--- src/verilog/pmic_irq_pkg.sv ---
// constants for the fault, thermal and power button interrupt bank
`default_nettype none
package pmic_irq_pkg;

  // register offsets on the management port
  localparam logic [7:0] REG_FAULT_STATUS_ADDR = 8'h18;
  localparam logic [7:0] REG_FAULT_MASK_ADDR   = 8'h19;
  localparam logic [7:0] REG_FAULT_SENSE_ADDR  = 8'h1a;
  localparam logic [7:0] THERMAL_STATUS_ADDR   = 8'h20;
  localparam logic [7:0] THERMAL_MASK_ADDR     = 8'h21;
  localparam logic [7:0] THERMAL_SENSE_ADDR    = 8'h22;
  localparam logic [7:0] BUTTON_STATUS_ADDR    = 8'h24;
  localparam logic [7:0] BUTTON_MASK_ADDR      = 8'h25;
  localparam logic [7:0] BUTTON_SENSE_ADDR     = 8'h26;

  // implemented bits of each group
  localparam logic [7:0] REG_FAULT_VALID = 8'h07;
  localparam logic [7:0] THERMAL_VALID   = 8'h05;
  localparam logic [7:0] BUTTON_VALID    = 8'h3f;

  // mask reset values: every implemented mask bit starts set
  localparam logic [7:0] REG_FAULT_MASK_RESET = 8'h07;
  localparam logic [7:0] THERMAL_MASK_RESET   = 8'h05;
  localparam logic [7:0] BUTTON_MASK_RESET    = 8'h3f;

  // field positions
  localparam int HOT_WARN_BIT   = 0;
  localparam int HOT_CRIT_BIT   = 2;
  localparam int BTN_CHANGE_BIT = 0;
  localparam int BTN_HOLD_BASE  = 1;
  localparam int NUM_REG        = 3;
  localparam int NUM_HOLD       = 5;

  // timing
  localparam int CLK_FREQ_KHZ   = 200000;
  localparam int HOLD_A_MS      = 1000;
  localparam int HOLD_B_MS      = 2000;
  localparam int HOLD_C_MS      = 3000;
  localparam int HOLD_D_MS      = 4000;
  localparam int HOLD_E_MS      = 8000;
  localparam int HOLD_A_CYCLES  = HOLD_A_MS * CLK_FREQ_KHZ;
  localparam int HOLD_B_CYCLES  = HOLD_B_MS * CLK_FREQ_KHZ;
  localparam int HOLD_C_CYCLES  = HOLD_C_MS * CLK_FREQ_KHZ;
  localparam int HOLD_D_CYCLES  = HOLD_D_MS * CLK_FREQ_KHZ;
  localparam int HOLD_E_CYCLES  = HOLD_E_MS * CLK_FREQ_KHZ;
  localparam int DEB_WIDTH      = 16;
  localparam int HOLD_CNT_WIDTH = 32;

endpackage
`default_nettype wire

--- src/verilog/button_press_timer.sv ---
// debounce of the power button and hold-time event generation
`timescale 1ns/1ps
`default_nettype none
module button_press_timer #(
  parameter int DEB_W    = pmic_irq_pkg::DEB_WIDTH,
  parameter int HOLD_A   = pmic_irq_pkg::HOLD_A_CYCLES,
  parameter int HOLD_B   = pmic_irq_pkg::HOLD_B_CYCLES,
  parameter int HOLD_C   = pmic_irq_pkg::HOLD_C_CYCLES,
  parameter int HOLD_D   = pmic_irq_pkg::HOLD_D_CYCLES,
  parameter int HOLD_E   = pmic_irq_pkg::HOLD_E_CYCLES
) (
  input  wire logic             i_ref_clk,
  input  wire logic             i_rst_n,
  input  wire logic             i_pressed,
  input  wire logic [DEB_W-1:0] i_fall_debounce,
  input  wire logic [DEB_W-1:0] i_rise_debounce,
  output logic                  o_pressed_live,
  output logic                  o_change,
  output logic [4:0]            o_hold_live,
  output logic [4:0]            o_hold_hit
);

  localparam int CW = pmic_irq_pkg::HOLD_CNT_WIDTH;
  localparam logic [4:0][CW-1:0] HOLD_THR = {CW'(HOLD_E), CW'(HOLD_D), CW'(HOLD_C), CW'(HOLD_B), CW'(HOLD_A)};

  if (HOLD_A < 1 || HOLD_B < HOLD_A || HOLD_C < HOLD_B || HOLD_D < HOLD_C || HOLD_E < HOLD_D) begin : g_bad_hold
    $error("hold thresholds must be positive and ascending");
  end
  if (DEB_W < 1 || DEB_W > 31) begin : g_bad_deb
    $error("debounce width out of range");
  end

  typedef struct packed {
    logic             pressed_live;
    logic             change;
    logic [DEB_W-1:0] deb_cnt;
    logic [CW-1:0]    hold_cnt;
    logic [4:0]       hold_live;
    logic [4:0]       hold_hit;
  } timer_state_type;

  timer_state_type state;
  timer_state_type next;

  logic [DEB_W-1:0] deb_limit;

  always_comb begin
    next = state;
    next.change = 1'b0;
    next.hold_hit = 5'h0;
    // press uses the falling-edge setting, release the rising-edge one
    deb_limit = i_pressed ? i_fall_debounce : i_rise_debounce;
    if (i_pressed != state.pressed_live) begin
      if (state.deb_cnt >= deb_limit) begin
        next.pressed_live = i_pressed;
        next.change = 1'b1;
        next.deb_cnt = '0;
      end else begin
        next.deb_cnt = state.deb_cnt + DEB_W'(1);
      end
    end else begin
      next.deb_cnt = '0;
    end
    if (state.pressed_live) begin
      if (state.hold_cnt < HOLD_THR[4]) begin
        next.hold_cnt = state.hold_cnt + CW'(1);
      end
      for (int k = 0; k < 5; k++) begin
        if (state.hold_cnt == HOLD_THR[k] && !state.hold_live[k]) begin
          next.hold_live[k] = 1'b1;
          next.hold_hit[k] = 1'b1;
        end
      end
    end else begin
      next.hold_cnt = '0;
      next.hold_live = 5'h0;
    end
  end

  always_ff @(posedge i_ref_clk or negedge i_rst_n) begin
    if (!i_rst_n) begin
      state <= '0;
    end else begin
      state <= next;
    end
  end

  assign o_pressed_live = state.pressed_live;
  assign o_change       = state.change;
  assign o_hold_live    = state.hold_live;
  assign o_hold_hit     = state.hold_hit;

  a_hold_released: assert property (@(posedge i_ref_clk) disable iff (!i_rst_n)
    $fell(state.pressed_live) |=> (state.hold_live == 5'h0) [*2])
    else $error("hold sense not cleared after release");

  a_hold_once: assert property (@(posedge i_ref_clk) disable iff (!i_rst_n)
    (state.hold_hit & $past(state.hold_live)) == 5'h0)
    else $error("hold event fired twice in one press");

endmodule
`default_nettype wire

--- src/verilog/pmic_fault_button_irq_bank.sv ---
// interrupt register bank: regulator current limit, die temperature, power button
`timescale 1ns/1ps
`default_nettype none
module pmic_fault_button_irq_bank #(
  parameter int DEB_W  = pmic_irq_pkg::DEB_WIDTH,
  parameter int HOLD_A = pmic_irq_pkg::HOLD_A_CYCLES,
  parameter int HOLD_B = pmic_irq_pkg::HOLD_B_CYCLES,
  parameter int HOLD_C = pmic_irq_pkg::HOLD_C_CYCLES,
  parameter int HOLD_D = pmic_irq_pkg::HOLD_D_CYCLES,
  parameter int HOLD_E = pmic_irq_pkg::HOLD_E_CYCLES
) (
  input  wire logic             i_ref_clk,
  input  wire logic             i_rst_n,
  // detector levels from the analog side, asynchronous
  input  wire logic [2:0]       i_reg_ilim_fault,
  input  wire logic             i_hot_warn_above,
  input  wire logic             i_hot_crit_above,
  input  wire logic             i_power_button_n,
  // debounce settings in clock cycles
  input  wire logic [DEB_W-1:0] i_fall_debounce,
  input  wire logic [DEB_W-1:0] i_rise_debounce,
  // register port of the management interface
  input  wire logic [7:0]       i_reg_addr,
  input  wire logic             i_reg_wr,
  input  wire logic [7:0]       i_reg_wdata,
  input  wire logic             i_reg_rd,
  output logic [7:0]            o_reg_rdata,
  output logic                  o_irq_out_n
);

  typedef struct packed {
    logic [2:0] ilim_s1;
    logic [2:0] ilim_s2;
    logic [2:0] ilim_live;
    logic [1:0] hot_s1;
    logic [1:0] hot_s2;
    logic [1:0] hot_live;
    logic       btn_s1;
    logic       btn_s2;
    logic [7:0] reg_stat;
    logic [7:0] reg_mask;
    logic [7:0] hot_stat;
    logic [7:0] hot_mask;
    logic [7:0] btn_stat;
    logic [7:0] btn_mask;
    logic [7:0] rdata;
    logic       irq_n;
  } bank_state_type;

  localparam bank_state_type BANK_RESET = '{
    ilim_s1:   3'h0,
    ilim_s2:   3'h0,
    ilim_live: 3'h0,
    hot_s1:    2'h0,
    hot_s2:    2'h0,
    hot_live:  2'h0,
    btn_s1:    1'b1,
    btn_s2:    1'b1,
    reg_stat:  8'h00,
    reg_mask:  pmic_irq_pkg::REG_FAULT_MASK_RESET,
    hot_stat:  8'h00,
    hot_mask:  pmic_irq_pkg::THERMAL_MASK_RESET,
    btn_stat:  8'h00,
    btn_mask:  pmic_irq_pkg::BUTTON_MASK_RESET,
    rdata:     8'h00,
    irq_n:     1'b1
  };

  bank_state_type state;
  bank_state_type next;

  logic       btn_pressed_live;
  logic       btn_change;
  logic [4:0] btn_hold_live;
  logic [4:0] btn_hold_hit;
  logic [2:0] ilim_rise;
  logic [1:0] hot_cross;
  logic [7:0] reg_set;
  logic [7:0] hot_set;
  logic [7:0] btn_set;
  logic [7:0] hot_sense;
  logic [7:0] btn_sense;

  // bits that software clears in a status register this cycle
  function automatic logic [7:0] clear_bits(input logic [7:0] own_addr, input logic [7:0] stat);
    logic [7:0] clr;
    clr = 8'h00;
    if (i_reg_addr == own_addr) begin
      if (i_reg_wr) begin
        clr = clr | i_reg_wdata;
      end
      if (i_reg_rd) begin
        clr = clr | stat;
      end
    end
    return clr;
  endfunction

  // sticky update, set wins over clear
  function automatic logic [7:0] sticky(input logic [7:0] stat, input logic [7:0] set,
                                        input logic [7:0] clr, input logic [7:0] valid);
    return ((stat & ~clr) | set) & valid;
  endfunction

  if (pmic_irq_pkg::BTN_HOLD_BASE + pmic_irq_pkg::NUM_HOLD > 8) begin : g_bad_layout
    $error("button fields exceed the register width");
  end

  button_press_timer #(
    .DEB_W  (DEB_W),
    .HOLD_A (HOLD_A),
    .HOLD_B (HOLD_B),
    .HOLD_C (HOLD_C),
    .HOLD_D (HOLD_D),
    .HOLD_E (HOLD_E)
  ) u_button_press_timer (
    .i_ref_clk       (i_ref_clk),
    .i_rst_n         (i_rst_n),
    .i_pressed       (~state.btn_s2),
    .i_fall_debounce (i_fall_debounce),
    .i_rise_debounce (i_rise_debounce),
    .o_pressed_live  (btn_pressed_live),
    .o_change        (btn_change),
    .o_hold_live     (btn_hold_live),
    .o_hold_hit      (btn_hold_hit)
  );

  // entry into current limit and threshold crossings in either direction
  assign ilim_rise = state.ilim_s2 & ~state.ilim_live;
  assign hot_cross = state.hot_s2 ^ state.hot_live;

  always_comb begin
    reg_set = 8'h00;
    reg_set[2:0] = ilim_rise;
    hot_set = 8'h00;
    hot_set[pmic_irq_pkg::HOT_WARN_BIT] = hot_cross[0];
    hot_set[pmic_irq_pkg::HOT_CRIT_BIT] = hot_cross[1];
    btn_set = 8'h00;
    btn_set[pmic_irq_pkg::BTN_CHANGE_BIT] = btn_change;
    btn_set[pmic_irq_pkg::BTN_HOLD_BASE +: pmic_irq_pkg::NUM_HOLD] = btn_hold_hit;
    hot_sense = 8'h00;
    hot_sense[pmic_irq_pkg::HOT_WARN_BIT] = state.hot_live[0];
    hot_sense[pmic_irq_pkg::HOT_CRIT_BIT] = state.hot_live[1];
    btn_sense = 8'h00;
    btn_sense[pmic_irq_pkg::BTN_CHANGE_BIT] = btn_pressed_live;
    btn_sense[pmic_irq_pkg::BTN_HOLD_BASE +: pmic_irq_pkg::NUM_HOLD] = btn_hold_live;
  end

  always_comb begin
    next = state;
    // two-flop synchronisers, third stage is the live copy of the fault and thermal levels
    next.ilim_s1   = i_reg_ilim_fault;
    next.ilim_s2   = state.ilim_s1;
    next.ilim_live = state.ilim_s2;
    next.hot_s1    = {i_hot_crit_above, i_hot_warn_above};
    next.hot_s2    = state.hot_s1;
    next.hot_live  = state.hot_s2;
    next.btn_s1    = i_power_button_n;
    next.btn_s2    = state.btn_s1;

    next.reg_stat = sticky(state.reg_stat, reg_set,
                           clear_bits(pmic_irq_pkg::REG_FAULT_STATUS_ADDR, state.reg_stat),
                           pmic_irq_pkg::REG_FAULT_VALID);
    next.hot_stat = sticky(state.hot_stat, hot_set,
                           clear_bits(pmic_irq_pkg::THERMAL_STATUS_ADDR, state.hot_stat),
                           pmic_irq_pkg::THERMAL_VALID);
    next.btn_stat = sticky(state.btn_stat, btn_set,
                           clear_bits(pmic_irq_pkg::BUTTON_STATUS_ADDR, state.btn_stat),
                           pmic_irq_pkg::BUTTON_VALID);

    if (i_reg_wr) begin
      unique case (i_reg_addr)
        pmic_irq_pkg::REG_FAULT_MASK_ADDR: begin
          next.reg_mask = i_reg_wdata & pmic_irq_pkg::REG_FAULT_VALID;
        end
        pmic_irq_pkg::THERMAL_MASK_ADDR: begin
          next.hot_mask = i_reg_wdata & pmic_irq_pkg::THERMAL_VALID;
        end
        pmic_irq_pkg::BUTTON_MASK_ADDR: begin
          next.btn_mask = i_reg_wdata & pmic_irq_pkg::BUTTON_VALID;
        end
        default: begin
          next.reg_mask = state.reg_mask;
        end
      endcase
    end

    // read data is captured on the read strobe and held until the next read
    if (i_reg_rd) begin
      unique case (i_reg_addr)
        pmic_irq_pkg::REG_FAULT_STATUS_ADDR: next.rdata = state.reg_stat;
        pmic_irq_pkg::REG_FAULT_MASK_ADDR:   next.rdata = state.reg_mask;
        pmic_irq_pkg::REG_FAULT_SENSE_ADDR:  next.rdata = {5'h00, state.ilim_live};
        pmic_irq_pkg::THERMAL_STATUS_ADDR:   next.rdata = state.hot_stat;
        pmic_irq_pkg::THERMAL_MASK_ADDR:     next.rdata = state.hot_mask;
        pmic_irq_pkg::THERMAL_SENSE_ADDR:    next.rdata = hot_sense;
        pmic_irq_pkg::BUTTON_STATUS_ADDR:    next.rdata = state.btn_stat;
        pmic_irq_pkg::BUTTON_MASK_ADDR:      next.rdata = state.btn_mask;
        pmic_irq_pkg::BUTTON_SENSE_ADDR:     next.rdata = btn_sense;
        default:                             next.rdata = 8'h00;
      endcase
    end

    // low while any unmasked status bit is set
    next.irq_n = ~(|(next.reg_stat & ~next.reg_mask)
                 | |(next.hot_stat & ~next.hot_mask)
                 | |(next.btn_stat & ~next.btn_mask));
  end

  always_ff @(posedge i_ref_clk or negedge i_rst_n) begin
    if (!i_rst_n) begin
      state <= BANK_RESET;
    end else begin
      state <= next;
    end
  end

  assign o_reg_rdata = state.rdata;
  assign o_irq_out_n = state.irq_n;

  a_irq_level: assert property (@(posedge i_ref_clk) disable iff (!i_rst_n)
    o_irq_out_n == !((|(state.reg_stat & ~state.reg_mask)) || (|(state.hot_stat & ~state.hot_mask))
                     || (|(state.btn_stat & ~state.btn_mask))))
    else $error("interrupt output disagrees with unmasked status");

  a_mask_blocks: assert property (@(posedge i_ref_clk) disable iff (!i_rst_n)
    (state.reg_mask == 8'h07 && state.hot_mask == 8'h05 && state.btn_mask == 8'h3f) |-> o_irq_out_n)
    else $error("fully masked bank pulls interrupt low");

  a_ilim_set: assert property (@(posedge i_ref_clk) disable iff (!i_rst_n)
    (ilim_rise != 3'h0) |=> ((state.reg_stat[2:0] & $past(ilim_rise)) == $past(ilim_rise)))
    else $error("current limit entry not latched");

  a_write_clear: assert property (@(posedge i_ref_clk) disable iff (!i_rst_n)
    (i_reg_wr && i_reg_addr == 8'h18 && i_reg_wdata[0] && !ilim_rise[0]) |=> !state.reg_stat[0])
    else $error("write one did not clear status");

  a_read_clear: assert property (@(posedge i_ref_clk) disable iff (!i_rst_n)
    (i_reg_rd && i_reg_addr == 8'h24 && !btn_change && btn_hold_hit == 5'h0)
      |=> (state.btn_stat == 8'h00) && (o_reg_rdata == $past(state.btn_stat)))
    else $error("read did not return and clear button status");

  a_hot_cross: assert property (@(posedge i_ref_clk) disable iff (!i_rst_n)
    $changed(state.hot_live) |-> state.hot_stat[0] || state.hot_stat[2] || $past(i_reg_rd) || $past(i_reg_wr))
    else $error("temperature crossing not latched");

  a_sense_track: assert property (@(posedge i_ref_clk) disable iff (!i_rst_n)
    (i_reg_rd && i_reg_addr == 8'h1a) |=> o_reg_rdata == {5'h00, $past(state.ilim_live)})
    else $error("regulator sense read wrong");

  a_button_change: assert property (@(posedge i_ref_clk) disable iff (!i_rst_n)
    btn_change |=> state.btn_stat[0])
    else $error("button change not latched");

  a_hold_set: assert property (@(posedge i_ref_clk) disable iff (!i_rst_n)
    btn_hold_hit[4] |=> state.btn_stat[5] ##1 (state.btn_stat[5] || $past(i_reg_rd) || $past(i_reg_wr)))
    else $error("long hold not latched");

  a_unused_zero: assert property (@(posedge i_ref_clk) disable iff (!i_rst_n)
    state.reg_stat[7:3] == 5'h00 && !state.hot_stat[1] && state.btn_stat[7:6] == 2'h0)
    else $error("unused status bit set");

  a_reg_mask_write: assert property (@(posedge i_ref_clk) disable iff (!i_rst_n)
    (i_reg_wr && i_reg_addr == 8'h19) |=> state.reg_mask == ($past(i_reg_wdata) & 8'h07))
    else $error("regulator mask write lost");

  a_hot_mask_write: assert property (@(posedge i_ref_clk) disable iff (!i_rst_n)
    (i_reg_wr && i_reg_addr == 8'h21) |=> state.hot_mask == ($past(i_reg_wdata) & 8'h05))
    else $error("thermal mask write lost");

  a_btn_mask_write: assert property (@(posedge i_ref_clk) disable iff (!i_rst_n)
    (i_reg_wr && i_reg_addr == 8'h25) |=> state.btn_mask == ($past(i_reg_wdata) & 8'h3f))
    else $error("button mask write lost");

  a_reg_stat_kept: assert property (@(posedge i_ref_clk) disable iff (!i_rst_n)
    !(i_reg_addr == 8'h18 && (i_reg_rd || i_reg_wr)) |=> (state.reg_stat & $past(state.reg_stat)) == $past(state.reg_stat))
    else $error("regulator status lost without access");

  a_hot_stat_kept: assert property (@(posedge i_ref_clk) disable iff (!i_rst_n)
    !(i_reg_addr == 8'h20 && (i_reg_rd || i_reg_wr)) |=> (state.hot_stat & $past(state.hot_stat)) == $past(state.hot_stat))
    else $error("thermal status lost without access");

  a_btn_stat_kept: assert property (@(posedge i_ref_clk) disable iff (!i_rst_n)
    !(i_reg_addr == 8'h24 && (i_reg_rd || i_reg_wr)) |=> (state.btn_stat & $past(state.btn_stat)) == $past(state.btn_stat))
    else $error("button status lost without access");

  a_write_zero_keeps: assert property (@(posedge i_ref_clk) disable iff (!i_rst_n)
    (i_reg_wr && !i_reg_rd && i_reg_addr == 8'h18 && i_reg_wdata == 8'h00)
      |=> (state.reg_stat & $past(state.reg_stat)) == $past(state.reg_stat))
    else $error("write of zero cleared status");

  a_hot_warn_set: assert property (@(posedge i_ref_clk) disable iff (!i_rst_n)
    hot_cross[0] |=> state.hot_stat[0])
    else $error("lower threshold crossing not latched");

  a_hot_crit_set: assert property (@(posedge i_ref_clk) disable iff (!i_rst_n)
    hot_cross[1] |=> state.hot_stat[2])
    else $error("upper threshold crossing not latched");

  a_hold_bits_set: assert property (@(posedge i_ref_clk) disable iff (!i_rst_n)
    (btn_hold_hit != 5'h0) |=> ((state.btn_stat[5:1] & $past(btn_hold_hit)) == $past(btn_hold_hit)))
    else $error("hold event not latched");

  a_btn_sense_read: assert property (@(posedge i_ref_clk) disable iff (!i_rst_n)
    (i_reg_rd && i_reg_addr == 8'h26) |=> o_reg_rdata == {2'h0, $past(btn_hold_live), $past(btn_pressed_live)})
    else $error("button sense read wrong");

  a_hot_sense_read: assert property (@(posedge i_ref_clk) disable iff (!i_rst_n)
    (i_reg_rd && i_reg_addr == 8'h22) |=> o_reg_rdata == {5'h00, $past(state.hot_live[1]), 1'b0, $past(state.hot_live[0])})
    else $error("thermal sense read wrong");

  a_masked_high: assert property (@(posedge i_ref_clk) disable iff (!i_rst_n)
    ((state.reg_stat & ~state.reg_mask) == 8'h00 && (state.hot_stat & ~state.hot_mask) == 8'h00
     && (state.btn_stat & ~state.btn_mask) == 8'h00) |-> o_irq_out_n)
    else $error("interrupt low with nothing unmasked");

  a_unmasked_low: assert property (@(posedge i_ref_clk) disable iff (!i_rst_n)
    ((state.btn_stat & ~state.btn_mask) != 8'h00) |-> !o_irq_out_n)
    else $error("unmasked button status left interrupt high");

  a_hold_sense_clear: assert property (@(posedge i_ref_clk) disable iff (!i_rst_n)
    !btn_pressed_live |=> (btn_hold_live == 5'h0))
    else $error("hold sense kept after release");

  a_reg_read_data: assert property (@(posedge i_ref_clk) disable iff (!i_rst_n)
    (i_reg_rd && i_reg_addr == 8'h18) |=> o_reg_rdata == $past(state.reg_stat))
    else $error("regulator status read wrong");

endmodule
`default_nettype wire

--- config.mk ---
export PLATFORM = sky130hd
export DESIGN_NAME = pmic_fault_button_irq_bank
export DESIGN_NICKNAME = d
export VERILOG_FILES = /design/src/verilog/pmic_irq_pkg.sv /design/src/verilog/button_press_timer.sv /design/src/verilog/pmic_fault_button_irq_bank.sv
export SDC_FILE = /design/constraint.sdc
export NUM_CORES = 1
export LEC_CHECK = 0
export BUFFER_PORTS_ARGS = -buffer_cell sky130_fd_sc_hd__buf_2
export CAP_MARGIN = 20
export CELL_PAD_IN_SITES_DETAIL_PLACEMENT = 1
export CELL_PAD_IN_SITES_GLOBAL_PLACEMENT = 1
export CORE_MARGIN = 2
export CORE_UTILIZATION = 32
export DETAILED_ROUTE_END_ITERATION = 10
export GPL_ROUTABILITY_DRIVEN = 1
export GPL_TIMING_DRIVEN = 0
export PLACE_DENSITY = 0.66
export SETUP_SLACK_MARGIN = 0.5
export SLEW_MARGIN = 0
export SYNTH_ARGS = -nofsm -noshare
export SYNTH_HDL_FRONTEND = slang
export SYNTH_HIERARCHICAL = 1
export SYNTH_SLANG_ARGS = --single-unit
export TNS_END_PERCENT = 100
--- constraint.sdc ---
create_clock -name i_ref_clk -period 3 [get_ports i_ref_clk]
set_input_delay 0.3 -clock i_ref_clk [delete_from_list [all_inputs] [get_ports i_ref_clk]]
set_output_delay 0.3 -clock i_ref_clk [all_outputs]
set_load 0.01 [all_outputs]
==> qor.yml <==
run_status:
  status: "finished, final reports clean"
grt:
  grt_first_pass_wirelength_um: 29100
  grt_pass1_vias: 5703
  grt_max_degree: 93
  gr-usage-all-layers_pct: 16.9
  antenna_found_initial: 0
  gr-total-overflow: 0
pwr:
  pwr-share-seq_pct: 42.7
  swShare_pct: 23.8
  ir_drop_mv: 0.309
  switchingPower_uw: 936
  p_int_uw: 3010
  power_frac_comb_pct: 6.5
  power_density_mw_per_mm2: 494
  total_leakage_power_uw: 0.00342
  clkPwrFrac_pct: 50.7
floorplanning:
  ios: 67
  die_w_um: 146
  dieHeight_um: 146
  die_area_mm2: 0.0213
  core_mm2: 0.0196
  rows: 51
  initial_core_util_pct: 32.9
sta:
  setup_viol: 0
  finClkSkew_ps: 12.6
  timing.fmax_ghz: 0.395
  tightestPinTransition_ps: 772
  maxSlewHeadroom_pct: 48.6
  maxSlewViolCount: 0
  rsz0062_at_grt: "yes"
  hold_viol: 0
  layout_setup_ws_ps: 469
  min_period_ps: 2530
  fin_crit_sh_pct: 84.4
  setup_tns_ps: 0
synthesis:
  ys.flop_type: "dfrtp_1"
  synth_edf_count: 0
  ys_seq_area_share_pct: 47.2
  avgSynthCellArea_um2: 10.0
  yosysTopAreaCell: "dfrtp_1"
  synth_fp_nets: 721
  synth_mux_area_share_pct: 6.67
  synth_seq_cells: 121
  synth_top_area_share_pct: 41.5
  netlist_top_cells_count: "dfrtp_1, nand2_1, nor2_1"
  ys_top_cells_by_area: "dfrtp_1, dfstp_2, mux2i_1, ha_1, nand2_1"
  yosys.area_share.simple_pct: 20.9
  synthesis.instances: 644
  synthXorXnorAreaFrac_pct: 2.58
  synthAdderAreaFrac_pct: 3.69
  netlist_area_mm2: 0.00645
  synth_compound_area_share_pct: 12.7
  synth_top_family_by_area: "simple AND/OR/NAND/NOR gates"
  yosysWarnings: 6
  synthArstFlopShare_pct: 100
  synth_cell_types: 70
  synth_most_common_cell: "dfrtp_1"
critical_path:
  crit_fanout: 4
  endpoint_kind: "flop"
  crit_required_ps: 3300
  r2r_cells: 9
  cp.arrival_ps: 2830
  critical_path_class: "reg2reg"
  start_kind: "flop"
routing:
  wire_per_inst_um: 17.2
  drc: 0
  wirelength_um: 17600
  viasPerCell: 5.22
  vias: 5328
  ant_nets: 0
  drt_iter0_markers: 262
  dr.pass1.iters: 4
clock_network:
  cts_root_buf: "clkbuf_16"
  cts_sinks: 121
  htreeDepth: 4
  cts_buffer_depth: 2
  cts_tree: "yes"
  insertion_delay_ps: 420
  numCtsBuffers: 17
  clk_pin_slew_ps: 60
cells_and_area:
  antennaDiodeCount: 0
  design_area_mm2: 0.00798
  drive_gt1_share_pct: 24.8
  fin_nets: 819
  area_growth_pct: 23.7
  utilization_pct: 40.7
  nFillCells: 2246
placed_design:
  dpl_cell_area_mm2: 0.00716
  gp_congestion: 0.830
  place_hpwl_um: 12500
  pre_cts_ws_ps: 111
  io_buffers: 63
flow_run:
  drv_cap: 0
hold_path:
  holdPathStages: 3
  hold_path_class: "in2reg"
layer usage:
metal | up-vias | track usage [%] | part of all wire, %
met5 | - | 0 | 0
met4 | 0 | 6.47 | 2.4
met3 | 24 | 3.95 | 3.5
met2 | 104 | 28.2 | 49
met1 | 2686 | 21.5 | 45
li1 | 2514 | - | -
power by group through the flow:
stage | clock network [uW] | registers (uW) | logic [uW]
final | 2000 | 1690 | 257
after global placement | 0 | 1710 | 222
after detailed placement | 0 | 1710 | 235
after floorplan | 0 | 1710 | 117
after global routing | 2110 | 1690 | 287
after CTS | 2050 | 1680 | 256
cell usage in the layout, fill, tap and decap left out, types with 15 or more instances in the layout:
cell,n
dfrtp_1,107
buf_2,65
nand2_1,54
nor2_1,42
a21oi_1,37
mux2i_1,34
inv_1,32
nand3_1,27
buf_4,27
o21ai_0,24
ha_1,18
clkbuf_16,17
or3_1,16
nand4_1,15
final timing paths:
| path | to | slack [ps] | from |
|---|---|---|---|
| setup / recovery | u_button_press_timer/o_pressed_live | 470 | state[57] |
| hold / removal | state[14] | 180 | i_reg_wdata[5] |
| setup reg to reg | u_button_press_timer/o_pressed_live | 470 | state[57] |
| hold reg to reg | next[67] | 350 | next[70] |
| max in group asynchronous | state[27] | 1890 | i_rst_n |
| min in group asynchronous | async pin | 330 | i_rst_n |
logic make-up after synthesis:
family | after synthesis
AOI/OAI and AO/OA | 123
and+or+nand+nor | 246
buffers and inverters | 74
DFF | 121
xor gates and xnor gates | 19
adders and majority gates | 19
muxes | 42
cell type report:
type / instances / area (um^2) / share of cell area [%]
Buffer: 40 / 303 / 3.80
Clock buffer: 19 / 433 / 5.43
Clock inverter: 13 / 143 / 1.79
Inverter: 34 / 128 / 1.60
Multi-Input combinational cell: 449 / 3110 / 39.0
Sequential cell: 121 / 3050 / 38.2
Tap cell: 265 / 332 / 4.16
Timing Repair Buffer: 79 / 479 / 6.01
worst max-delay path: stages, from the launching register on:
cell,delay (ps)
dfstp_2,520
inv_2,30
buf_8,120
mux2_4,300
ha_4,210
nand2b_4,130
a2111o_1,400
a31oi_4,230
and2_4,180
mux2_4,290
what timing repair did:
| action | CTS | global route |
|---|---|---|
| setup buffers | 3 | 4 |
| pin swaps | 3 | 6 |
| setup endpoints to repair | 17 | 33 |
| hold buffers | 7 | 0 |
| hold endpoints to repair | 32 | 0 |
| resized for setup | 11 | 15 |
| cloned | 0 | 1 |
stage by stage:
step,power (uW),hold WS [ps],instances
5_1_grt,4090,201,1020
3_5_place_dp,1950,203,973
4_1_cts,3990,159,1015
3_3_place_gp,1930,339,972
6_report,3940,178,1020
2_1_floorplan,1820,4.41,644
(Power assumes the default switching activity.)
